`config.mk`:
```
export PLATFORM = sky130hd
export DESIGN_NAME = rpb_routing_bank
export DESIGN_NICKNAME = d
export VERILOG_FILES = /design/src/verilog/rpb_pkg.sv /design/src/verilog/rpb_field_reg.sv /design/src/verilog/rpb_pin_pick.sv /design/src/verilog/rpb_routing_bank.sv
export SDC_FILE = /design/constraint.sdc
export NUM_CORES = 1
export LEC_CHECK = 0
export ABC_CLOCK_PERIOD_IN_PS = 2500
export CAP_MARGIN = 10
export CORE_MARGIN = 10
export CORE_UTILIZATION = 30
export DETAILED_ROUTE_END_ITERATION = 6
export DONT_BUFFER_PORTS = 1
export PLACE_DENSITY = 0.41
export SLEW_MARGIN = 20
export SYNTH_ARGS = -nofsm -noshare
export SYNTH_HDL_FRONTEND = slang
export SYNTH_SLANG_ARGS = --single-unit
```
`constraint.sdc`:
```
create_clock -name clk_i -period 2.5 [get_ports clk_i]
set_clock_uncertainty 0.05 [all_clocks]
set_input_delay 0.125 -clock clk_i [delete_from_list [all_inputs] [get_ports clk_i]]
set_output_delay 0.125 -clock clk_i [all_outputs]
set_load 0.03 [all_outputs]
```
`src/verilog/rpb_pkg.sv`:
```
`default_nettype none
package rpb_pkg;

  // ****************************************
  // sizes
  // ****************************************
  localparam int DATA_W   = 16;
  localparam int ADDR_W   = 4;
  localparam int FLD_W    = 5;
  localparam int NUM_PINS = 32;
  localparam int NUM_FN   = 32;
  localparam int NUM_OUT  = 12;
  localparam int NUM_REGS = 9;
  localparam int NUM_FLDS = 16;

  // ****************************************
  // register indexes on the plain port
  // ****************************************
  localparam logic [ADDR_W-1:0] IDX_SPI1_SEL     = 4'h0;
  localparam logic [ADDR_W-1:0] IDX_SPI2_CLK_DAT = 4'h1;
  localparam logic [ADDR_W-1:0] IDX_SPI2_SEL     = 4'h2;
  localparam logic [ADDR_W-1:0] IDX_OUT_BASE     = 4'h3;
  localparam logic [ADDR_W-1:0] IDX_LAST         = 4'h8;

  // ****************************************
  // field layout and reset values
  // ****************************************
  localparam int LO_POS = 0;
  localparam int HI_POS = 8;
  localparam logic [FLD_W-1:0] IN_RST  = 5'h1f;
  localparam logic [FLD_W-1:0] OUT_RST = 5'h00;
  localparam logic [FLD_W-1:0] FN_NONE = 5'h00;

  // field slots: four input fields, then pin 0..11 output fields
  localparam int F_P1_SEL   = 0;
  localparam int F_P2_DAT   = 1;
  localparam int F_P2_CLK   = 2;
  localparam int F_P2_SEL   = 3;
  localparam int F_OUT_BASE = 4;

  function automatic logic [ADDR_W-1:0] fld_reg(input int k);
    logic [ADDR_W-1:0] r;
    r = 4'h0;
    if (k == F_P1_SEL) begin
      r = IDX_SPI1_SEL;
    end else if (k == F_P2_DAT || k == F_P2_CLK) begin
      r = IDX_SPI2_CLK_DAT;
    end else if (k == F_P2_SEL) begin
      r = IDX_SPI2_SEL;
    end else begin
      r = IDX_OUT_BASE + ADDR_W'((k - F_OUT_BASE) / 2);
    end
    return r;
  endfunction

  function automatic int fld_pos(input int k);
    int p;
    p = LO_POS;
    if (k == F_P2_CLK || (k >= F_OUT_BASE && ((k - F_OUT_BASE) % 2) == 1)) begin
      p = HI_POS;
    end
    return p;
  endfunction

  function automatic logic [FLD_W-1:0] fld_rst(input int k);
    return (k < F_OUT_BASE) ? IN_RST : OUT_RST;
  endfunction

  typedef struct packed {
    logic port1_slave_select_in;
    logic port2_serial_clock_in;
    logic port2_serial_data_in;
    logic port2_slave_select_in;
  } rpb_spi_in_t;

endpackage
`default_nettype wire

```
`src/verilog/rpb_field_reg.sv`:
```
`timescale 1ns/1ps
`default_nettype none
module rpb_field_reg #(
  parameter logic [rpb_pkg::ADDR_W-1:0] REG_IDX = 4'h0,
  parameter int                         POS     = 0,
  parameter logic [rpb_pkg::FLD_W-1:0]  RST     = 5'h00
) (
  input  wire logic                        clk_i,
  input  wire logic                        resetn_i,
  input  wire logic                        wr_i,
  input  wire logic [rpb_pkg::ADDR_W-1:0]  addr_i,
  input  wire logic [rpb_pkg::DATA_W-1:0]  wdata_i,
  output logic      [rpb_pkg::FLD_W-1:0]   field_o
);
  import rpb_pkg::*;

  wire                   hit;
  wire [FLD_W-1:0]       next_field;

  // only the five implemented bits are taken; the rest of the word is dropped
  assign hit        = wr_i && (addr_i == REG_IDX);
  assign next_field = hit ? wdata_i[POS +: FLD_W] : field_o;

  always_ff @(posedge clk_i or negedge resetn_i) begin
    if (!resetn_i) begin
      field_o <= RST;
    end else begin
      field_o <= next_field;
    end
  end

endmodule
`default_nettype wire

```
`src/verilog/rpb_pin_pick.sv`:
```
`timescale 1ns/1ps
`default_nettype none
module rpb_pin_pick (
  input  wire logic                          clk_i,
  input  wire logic                          resetn_i,
  input  wire logic [rpb_pkg::NUM_PINS-1:0]  vec_i,
  input  wire logic [rpb_pkg::FLD_W-1:0]     sel_i,
  output logic                               bit_o
);
  import rpb_pkg::*;

  wire picked;

  // registered so every routed signal leaves on a flop edge
  assign picked = vec_i[sel_i];

  always_ff @(posedge clk_i or negedge resetn_i) begin
    if (!resetn_i) begin
      bit_o <= 1'b0;
    end else begin
      bit_o <= picked;
    end
  end

endmodule
`default_nettype wire

```
`src/verilog/rpb_routing_bank.sv`:
```
// Behaviour
// [RULE1] bits 4-0 pick port1 slave-select source pin
// [RULE2] bits 12-8 pick port2 clock source pin
// [RULE3] bits 4-0 pick port2 data source pin
// [RULE4] bits 4-0 pick port2 slave-select source pin
// [RULE5] unimplemented bits ignore writes, read zero
// [RULE6] reset: input fields ones, output fields zero
// [RULE7] output word 0 routes pins 0 and 1
// [RULE8] output word 1 routes pins 2 and 3
// [RULE9] output word 2 routes pins 4 and 5
// [RULE10] output word 3 routes pins 6 and 7
// [RULE11] output word 4 routes pins 8 and 9
// [RULE12] output word 5 routes pins 10 and 11
// [RULE13] field value names the driving peripheral function
// [RULE14] plain storage, routing follows next edge; the pin pickers add a flop, so routed outputs change one edge after the field
`timescale 1ns/1ps
`default_nettype none
module rpb_routing_bank (
  input  wire logic                          clk_i,
  input  wire logic                          resetn_i,
  input  wire logic [rpb_pkg::ADDR_W-1:0]    addr_i,
  input  wire logic [rpb_pkg::DATA_W-1:0]    wdata_i,
  input  wire logic                          wr_i,
  input  wire logic                          rd_i,
  output logic      [rpb_pkg::DATA_W-1:0]    rdata_o,
  input  wire logic [rpb_pkg::NUM_PINS-1:0]  remappable_pin_in_i,
  input  wire logic [rpb_pkg::NUM_FN-1:0]    periph_fn_out_i,
  output rpb_pkg::rpb_spi_in_t               spi_in_o,
  output logic      [rpb_pkg::NUM_OUT-1:0]   remappable_pin_out_o,
  output logic      [rpb_pkg::NUM_OUT-1:0]   remappable_pin_fn_en_o
);
  import rpb_pkg::*;

  // ****************************************
  // routing fields
  // ****************************************
  logic [FLD_W-1:0] fld [NUM_FLDS];

  genvar k;
  generate
    for (k = 0; k < NUM_FLDS; k++) begin : g_fld
      // one field per slot; writes touch only the addressed word
      rpb_field_reg #(
        .REG_IDX (fld_reg(k)),
        .POS     (fld_pos(k)),
        .RST     (fld_rst(k))
      ) u_fld (
        .clk_i    (clk_i),
        .resetn_i (resetn_i),
        .wr_i     (wr_i),
        .addr_i   (addr_i),
        .wdata_i  (wdata_i),
        .field_o  (fld[k])
      ); // [RULE6] [RULE14]
    end
  endgenerate

  wire [FLD_W-1:0] port1_select_source_field;
  wire [FLD_W-1:0] port2_clock_source_field;
  wire [FLD_W-1:0] port2_data_source_field;
  wire [FLD_W-1:0] port2_select_source_field;

  assign port1_select_source_field = fld[F_P1_SEL];
  assign port2_clock_source_field  = fld[F_P2_CLK];
  assign port2_data_source_field   = fld[F_P2_DAT];
  assign port2_select_source_field = fld[F_P2_SEL];

  // ****************************************
  // read-back words
  // ****************************************
  wire [DATA_W-1:0] reg_word [NUM_REGS];

  // single-field words keep the whole upper byte at zero
  assign reg_word[IDX_SPI1_SEL]     = {8'h00, 3'h0, port1_select_source_field}; // [RULE1] [RULE5]
  assign reg_word[IDX_SPI2_CLK_DAT] = {3'h0, port2_clock_source_field,
                                       3'h0, port2_data_source_field};        // [RULE2] [RULE3] [RULE5]
  assign reg_word[IDX_SPI2_SEL]     = {8'h00, 3'h0, port2_select_source_field}; // [RULE4] [RULE5]

  genvar j;
  generate
    for (j = 0; j < NUM_OUT / 2; j++) begin : g_oword
      assign reg_word[IDX_OUT_BASE + j] = {3'h0, fld[F_OUT_BASE + 2*j + 1],
                                           3'h0, fld[F_OUT_BASE + 2*j]}; // [RULE5]
    end
  endgenerate

  wire              rd_hit;
  wire [DATA_W-1:0] next_rdata;

  // unmapped reads answer zero; data only in the cycle after the strobe
  assign rd_hit     = rd_i && (addr_i <= IDX_LAST);
  assign next_rdata = rd_hit ? reg_word[addr_i] : 16'h0000;

  always_ff @(posedge clk_i or negedge resetn_i) begin
    if (!resetn_i) begin
      rdata_o <= 16'h0000;
    end else begin
      rdata_o <= next_rdata;
    end
  end

  // ****************************************
  // input routing to the spi ports
  // ****************************************
  // one flop of delay from pin to peripheral; traded for registered outputs
  rpb_pin_pick u_p1_sel (
    .clk_i    (clk_i),
    .resetn_i (resetn_i),
    .vec_i    (remappable_pin_in_i),
    .sel_i    (port1_select_source_field),
    .bit_o    (spi_in_o.port1_slave_select_in)
  ); // [RULE1]

  rpb_pin_pick u_p2_clk (
    .clk_i    (clk_i),
    .resetn_i (resetn_i),
    .vec_i    (remappable_pin_in_i),
    .sel_i    (port2_clock_source_field),
    .bit_o    (spi_in_o.port2_serial_clock_in)
  ); // [RULE2]

  rpb_pin_pick u_p2_dat (
    .clk_i    (clk_i),
    .resetn_i (resetn_i),
    .vec_i    (remappable_pin_in_i),
    .sel_i    (port2_data_source_field),
    .bit_o    (spi_in_o.port2_serial_data_in)
  ); // [RULE3]

  rpb_pin_pick u_p2_sel (
    .clk_i    (clk_i),
    .resetn_i (resetn_i),
    .vec_i    (remappable_pin_in_i),
    .sel_i    (port2_select_source_field),
    .bit_o    (spi_in_o.port2_slave_select_in)
  ); // [RULE4]

  // ****************************************
  // output routing to remappable pins 0..11
  // ****************************************
  logic [NUM_OUT-1:0] fn_en;
  wire  [NUM_OUT-1:0] next_fn_en;

  genvar p;
  generate
    for (p = 0; p < NUM_OUT; p++) begin : g_pin
      // function code indexes the peripheral output bus directly
      rpb_pin_pick u_pick (
        .clk_i    (clk_i),
        .resetn_i (resetn_i),
        .vec_i    (periph_fn_out_i),
        .sel_i    (fld[F_OUT_BASE + p]),
        .bit_o    (remappable_pin_out_o[p])
      ); // [RULE7] [RULE8] [RULE9] [RULE10] [RULE11] [RULE12] [RULE13]
      // code zero leaves the pin to its port latch
      assign next_fn_en[p] = (fld[F_OUT_BASE + p] != FN_NONE); // [RULE13]
    end
  endgenerate

  always_ff @(posedge clk_i or negedge resetn_i) begin
    if (!resetn_i) begin
      fn_en <= '0;
    end else begin
      fn_en <= next_fn_en;
    end
  end

  assign remappable_pin_fn_en_o = fn_en;

  wire pick_p1   = remappable_pin_in_i[port1_select_source_field];
  wire pick_p2c  = remappable_pin_in_i[port2_clock_source_field];
  wire pick_p2d  = remappable_pin_in_i[port2_data_source_field];
  wire pick_p2s  = remappable_pin_in_i[port2_select_source_field];
  wire pick_pin0 = periph_fn_out_i[fld[F_OUT_BASE]];
  wire pick_pin3 = periph_fn_out_i[fld[F_OUT_BASE + 3]];
  wire pick_pin11 = periph_fn_out_i[fld[F_OUT_BASE + 11]];
  wire pick_pin1  = periph_fn_out_i[fld[F_OUT_BASE + 1]];
  wire pick_pin2  = periph_fn_out_i[fld[F_OUT_BASE + 2]];
  wire pick_pin4  = periph_fn_out_i[fld[F_OUT_BASE + 4]];
  wire pick_pin5  = periph_fn_out_i[fld[F_OUT_BASE + 5]];
  wire pick_pin6  = periph_fn_out_i[fld[F_OUT_BASE + 6]];
  wire pick_pin7  = periph_fn_out_i[fld[F_OUT_BASE + 7]];
  wire pick_pin8  = periph_fn_out_i[fld[F_OUT_BASE + 8]];
  wire pick_pin9  = periph_fn_out_i[fld[F_OUT_BASE + 9]];
  wire pick_pin10 = periph_fn_out_i[fld[F_OUT_BASE + 10]];
endmodule
`default_nettype wire

```
==> results of run 1 <==
-- state kept, by name (all words and copies together) (netlist names) --
| register | flops |
|---|---|
| u_p2_dat.bit_o | 1 |
| u_p2_clk.bit_o | 1 |
| rdata_o | 10 |
| u_p1_sel.bit_o | 1 |
| u_p2_sel.bit_o | 1 |
| g_pin.u_pick.bit_o | 12 |
| g_fld.u_fld.field_o | 80 |
| remappable_pin_fn_en_o | 12 |
-- final cells by class --
cell class              instances  area share
inverters                       1    0.000340
diodes                          1    0.000227
multi-input cells             779       0.579
clock inverters                10      0.0118
flip-flops and latches        118       0.270
well taps                     442      0.0501
clock buffers                  22      0.0411
repair buffers                 55      0.0477
-- per-stage QoR --
stage	hold WS, ns	instance area [um2]	util	instances	power (uW)
6_report	-0.649	11000	0.339	1428	9210
5_1_grt	-0.668	11000	0.338	1427	9720
4_1_cts	-0.670	11000	0.338	1427	9260
3_5_place_dp	-0.213	10100	0.308	1356	6510
3_3_place_gp	-0.213	10100	0.308	1356	6500
2_1_floorplan	-0.221	9960	-	995	6010
-- power groups by stage --
stage | clock [uW] | sequential [uW] | combinational, uW
2_1_floorplan | 0 | 2880 | 3130
3_3_place_gp | 0 | 3680 | 2820
3_5_place_dp | 0 | 3670 | 2840
4_1_cts | 2600 | 3650 | 3010
5_1_grt | 2680 | 3740 | 3300
6_report | 2550 | 3650 | 3020
-- synthesized netlist by cell type (all sizes together) (16+ instances only) --
cell	count	share of area
mux2i	213	0.21
dfrtp	98	0.25
mux2	85	0.096
nand2	71	0.028
nor2b	70	0.045
buf	62	0.043
a211oi	52	0.039
a221oi	36	0.032
clkbuf	35	0.016
nor2	35	0.014
a22oi	28	0.021
nand4	28	0.018
nand4b	28	0.025
a21oi	24	0.012
nand3	21	0.011
dfstp	20	0.053
and2	17	0.011
nand2b	16	0.010
-- per-layer routing --
layer,routed length [um],global-route usage
met4,734,0.0542
met5,0,0
met3,2460,0.0377
met1,18600,0.265
met2,18700,0.300
-- cell families after synthesis --
kind of cell,after synthesis
other,1
multiplexers,313
buffers and inverters,98
AO/OA/AOI/OAI,151
AND/OR/NAND/NOR,309
flip-flops,118
-- critical path, cell delays in order (launching register included) --
cell and delay (ns):
dfstp_4 0.78, mux2i_1 0.23, a22oi_1 0.12, nand3_1 0.11, nand2_1 0.06, dlygate4sd3_1 0.54
or3_1 0.31
-- what timing repair did --
item                                    in CTS  in global routing
resized for setup                            0                  3
hold endpoints to repair                   219                118
endpoints found under the setup margin       0                  3
buffers inserted                             0                  0
-- worst max path at each step --
stage                                from  slack [ns]                     to  cells past startpoint
2_1_floorplan   g_fld[0].u_fld.field_o[0]        0.69         u_p1_sel.bit_o                      7
3_3_place_gp    g_fld[1].u_fld.field_o[0]        0.54         u_p2_dat.bit_o                      5
3_5_place_dp    g_fld[1].u_fld.field_o[0]        0.52         u_p2_dat.bit_o                      5
4_1_cts         g_fld[5].u_fld.field_o[1]        0.08  g_pin[1].u_pick.bit_o                      5
5_1_grt        g_fld[13].u_fld.field_o[2]        0.05  g_pin[9].u_pick.bit_o                      7
6_report        g_fld[3].u_fld.field_o[0]        0.15         u_p2_sel.bit_o                      6
==> impl_metrics.tcl, run 1 <==
set metrics [dict create \
    outcome "finished with violations" \
    violated_checks "negative hold slack" \
    worst_slew_pin_slew_ns 0.907 \
    setup.worst_path.start_class "register" \
    library_cells_used_by_synthesis 38 \
    detailedPlace.worstSlack_ns 0.519 \
    worstSkewPairLatency_ns 0.43 \
    r2r_cells 6 \
    effective_utilization_at_floorplan 0.305 \
    synth_mux_area_frac 0.347 \
    final.min_clock_period_ns 2.35 \
    maxCapViolCount 0 \
    hold_viol 118 \
    grt_setup_unrepaired "no" \
    layout.filler_cells 3355 \
    num_rows 66 \
    routed-via-count 8176 \
    final_nets 1060 \
    layout_common_cells "mux2i_1 (213), dfrtp_1 (97), mux2_2 (85), nand2_1 (69), nor2b_1 (69)" \
    die_height_um 202 \
    finalSetupViolCount 0 \
    postRouteWirelength_um 40500 \
    aggregate_global_routing_overflow 0 \
    design.core.area_mm2 0.0326 \
    synth.yosys.seq_area_share 0.299 \
    totalNegativeSetupSlack_ns 0 \
    setup.worst_path.end_class "register" \
    violation_count_after_the_first_detailed_route_iteration 833 \
    timing.fmax_mhz 426 \
    numCtsBuffers 17 \
    cellInternalPower_uw 5660 \
    fp.dieArea_mm2 0.0408 \
    share_seq_of_total_power 0.396 \
    clock_tree_from_tritoncts "built" \
    postRouteAntennaNets 0 \
    synth.yosys.warnings 0 \
    fin_crit_sh 0.938 \
    final_common_cell "mux2i_1" \
    layout-drive-gt1-share 0.175 \
    synth.ff_latch_count 118 \
    timing.final.max_slew_violations 0 \
    path_clk_slew_ns 0.06 \
    initial_drt_pass_iterations 5 \
    viasPerCell 5.73 \
    routedWlPerCell_um 28.4 \
    routabilityCongestion 0.806 \
    postCtsHoldBufs 39 \
    grt_use_total 0.193 \
    syn_area_per_cell_um2 10.0 \
    hold-worst-slack_ns -0.649 \
    async_flop_share 1.00 \
    synth_area_mm2 0.00994 \
    grt_pass1_wl_um 58700 \
    post_synth_xor_area_fraction 0 \
    worstReg2RegEnd "u_p2_sel.bit_o" \
    r2r_start "g_fld[3].u_fld.field_o[0]" \
    drcViolationCount 0 \
    most_used_flip_flop_cell_after_synthesis "dfrtp_1" \
    clock_tree.htree_level_count 4 \
    multi_input_area_mm2 0.00639 \
    clockBufferDepth 2 \
    synth_top_family_by_area "multiplexers" \
    number_of_enable_type_register_cells_in_the_synthesized_netlist 0 \
    post_synth_and_or_nand_nor_area_fraction 0.181 \
    hold_class "input pin to async pin" \
    post_synth_inst_count 990 \
    tritoncts_num_sinks 118 \
    root_buffer "clkbuf_16" \
    grt_antenna_before_repair 1 \
    p_leak_uw 0.00428 \
    smallest_setup_slack_after_layout_ns 0.155 \
    cp.arrival_ns 2.59 \
    slew_headroom 0.395 \
    power.share.switching 0.386 \
    vdd_ir_drop_max_uv 449 \
    power.combinational.fraction 0.327 \
    switching_power_uw 3550 \
    synth_fa_ha_area_frac 0 \
    placement.io_buffers 0 \
    synth_compound_area_frac 0.112 \
    power.density_cell_area_mw_per_mm2 834 \
    syn_to_final_growth_pct 11.0 \
    sequential_cell_area_mm2 0.00298 \
    timing_worst_setup_path_type "register to register" \
    first_global_vias 8049 \
    cp.required_ns 2.75 \
    detailed_placer_s_ending_hpwl_um 26000 \
    grt_start_max_net_pins 119 \
    regToRegSetupSlack_ns 0.15 \
    power.share.clock 0.277 \
    worstPathMaxFanout 18 \
    floorplan.io_pins 132 \
    die_width_um 202 \
]
Note: power is estimated with default switching activity, not from simulation.
==> run 2, diff against run 1 <==
==> constraint.sdc (replaced) <==
create_clock -name clk_i -period 2.5 [get_ports clk_i]
set_clock_uncertainty 0.05 [all_clocks]
set_input_delay 0.625 -clock clk_i [delete_from_list [all_inputs] [get_ports clk_i]]
set_output_delay 0.625 -clock clk_i [all_outputs]
set_load 0.03 [all_outputs]
==> impl_metrics.tcl, run 2 (same netlist as run 1, synthesis figures left out) <==
set metrics [dict create \
    grt_pass1_wl_um 56200 \
    routedWlPerCell_um 27.9 \
    outcome "finished with violations" \
    largest_register_ffs 80 \
    num_rows 66 \
    dpl-instance-area_mm2 0.0100 \
    routed-via-count 7944 \
    final.min_clock_period_ns 1.98 \
    detailed_placer_s_ending_hpwl_um 25900 \
    postRouteWirelength_um 38800 \
    aggregate_global_routing_overflow 0 \
    path_clk_slew_ns 0.07 \
    layout-drive-gt1-share 0.182 \
    clock_tree_from_tritoncts "built" \
    design_area_mm2 0.0106 \
    setup.worst_path.start_class "register" \
    syn_to_final_growth_pct 6.96 \
    tritoncts_num_sinks 118 \
    worstSkewPairLatency_ns 0.43 \
    placement.io_buffers 0 \
    final_nets 1020 \
    layout_common_cells "mux2i_1 (213), dfrtp_1 (98), mux2_2 (85), nand2_1 (69), nor2b_1 (69)" \
    numCtsBuffers 17 \
    cts_setup_buffers 0 \
    fin_crit_sh 0.793 \
    grt_setup_unrepaired "no" \
    number_of_cells_in_the_design_after_placement 1355 \
    design.core.area_mm2 0.0326 \
    routabilityCongestion 0.833 \
    first_global_vias 7777 \
    timing.fmax_mhz 504 \
    critical_path.top_delay_family "flip-flops" \
    timing.critical_path.buf_inv 0 \
    fp.dieArea_mm2 0.0408 \
    grt_use_total 0.186 \
    largest_register "g_fld.u_fld.field_o" \
    maxCapViolCount 0 \
    initial_drt_pass_iterations 7 \
    setup.worst_path.end_class "register" \
    grt_start_max_net_pins 119 \
    ctsResizeCount 0 \
    grt_antenna_before_repair 0 \
    drcViolationCount 0 \
    root_buffer "clkbuf_16" \
    slowest_stage_cell_on_the_critical_path "dfstp_2" \
    slew_headroom 0.345 \
    fin_cells 1387 \
    effective_utilization_at_floorplan 0.305 \
    p_leak_uw 0.00411 \
    viasPerCell 5.73 \
    final_util 0.326 \
    final_common_cell "mux2i_1" \
    floorplan.io_pins 132 \
    worstPathMaxFanout 18 \
    clock_tree.htree_level_count 4 \
    totalNegativeSetupSlack_ns 0 \
    cells_along_the_critical_path "mux2i_1, a22oi_1, nand4_1, a21oi_1, or3_1" \
    violation_count_after_the_first_detailed_route_iteration 684 \
    worst_slew_pin_slew_ns 0.982 \
    critical_path.max_stage_delay_ns 0.84 \
    violated_checks "negative hold slack" \
    die_height_um 202 \
    finalSetupViolCount 0 \
    vdd_ir_drop_max_uv 498 \
    timing.final.max_slew_violations 0 \
    hold-worst-slack_ns -0.167 \
    cp.required_ns 2.74 \
    die_width_um 202 \
    antenna_cells_inserted 0 \
    clockBufferDepth 2 \
    cp.arrival_ns 2.22 \
    hold_viol 98 \
    postRouteAntennaNets 0 \
    timing_worst_setup_path_type "register to register" \
    hold_class "input pin to async pin" \
    power.density_cell_area_mw_per_mm2 844 \
]
[run 2: cell types whose count changed in the layout (fill, tap and decap cells not counted), sizes merged]
| cell | previous run | this run |
|---|---|---|
| bufinv | 3 | 1 |
| clkbuf | 22 | 23 |
| dlygate4sd3 | 39 | 0 |
| clkinvlp | 2 | 3 |
| clkinv | 5 | 4 |
| inv | 1 | 2 |
| buf | 16 | 15 |
| diode | 1 | 0 |
[run 2: final timing paths]
kind	cells past startpoint	from	slack, ns	endpoint
max	5	g_fld[1].u_fld.field_o[0]	0.52	u_p2_dat.bit_o
min	0	resetn_i	-0.17	g_pin[8].u_pick.bit_o
max reg2reg	5	g_fld[1].u_fld.field_o[0]	0.52	u_p2_dat.bit_o
min in group clk_i	1	wdata_i[12]	0.29	g_fld[13].u_fld.field_o[4]
min reg2reg	1	g_fld[9].u_fld.field_o[1]	0.53	remappable_pin_fn_en_o[5]
max in group asynchronous	0	resetn_i	2.26	g_fld[2].u_fld.field_o[4]
[run 2: power by group]
group | internal, uW | leakage, uW | switching [uW] | total [uW]
sequential | 2440 | 0.00138 | 1240 | 3680
combinational | 1530 | 0.00244 | 1250 | 2780
clock | 1540 | 0.000286 | 974 | 2520
total | 5510 | 0.00411 | 3460 | 8970
[run 2: layout make-up]
cell class | count | area [um2]
timing repair buffer | 15 | 113
sequential | 118 | 2980
clock buffer | 23 | 510
fill | 3360 | 22000
clock inverter | 9 | 88.8
tap | 442 | 553
inverter | 1 | 3.75
multi-input combinational | 779 | 6390
[run 2: layer usage]
| layer | global-route usage | vias to the layer above | routed length (um) |
|---|---|---|---|
| li1 | - | 3644 | - |
| met1 | 0.247 | 4031 | 17500 |
| met2 | 0.293 | 230 | 18200 |
| met3 | 0.0475 | 39 | 2480 |
| met4 | 0.0483 | 0 | 578 |
| met5 | 0 | - | 0 |
[run 2: worst register-to-register path, cell delays in order (launching register included)]
cell and delay, ns:
dfstp_2 0.84, mux2i_1 0.24, a22oi_1 0.10, nand4_1 0.12, a21oi_1 0.05, or3_1 0.43
[run 2: metrics by stage]
step / setup WS [ns] / hold WS [ns] / total power (uW)
2_1_floorplan: 0.580 / 0.279 / 6010
3_3_place_gp: 0.526 / 0.287 / 6480
3_5_place_dp: 0.532 / 0.287 / 6490
4_1_cts: 0.519 / -0.189 / 9050
5_1_grt: 0.429 / -0.187 / 9500
6_report: 0.517 / -0.167 / 8970
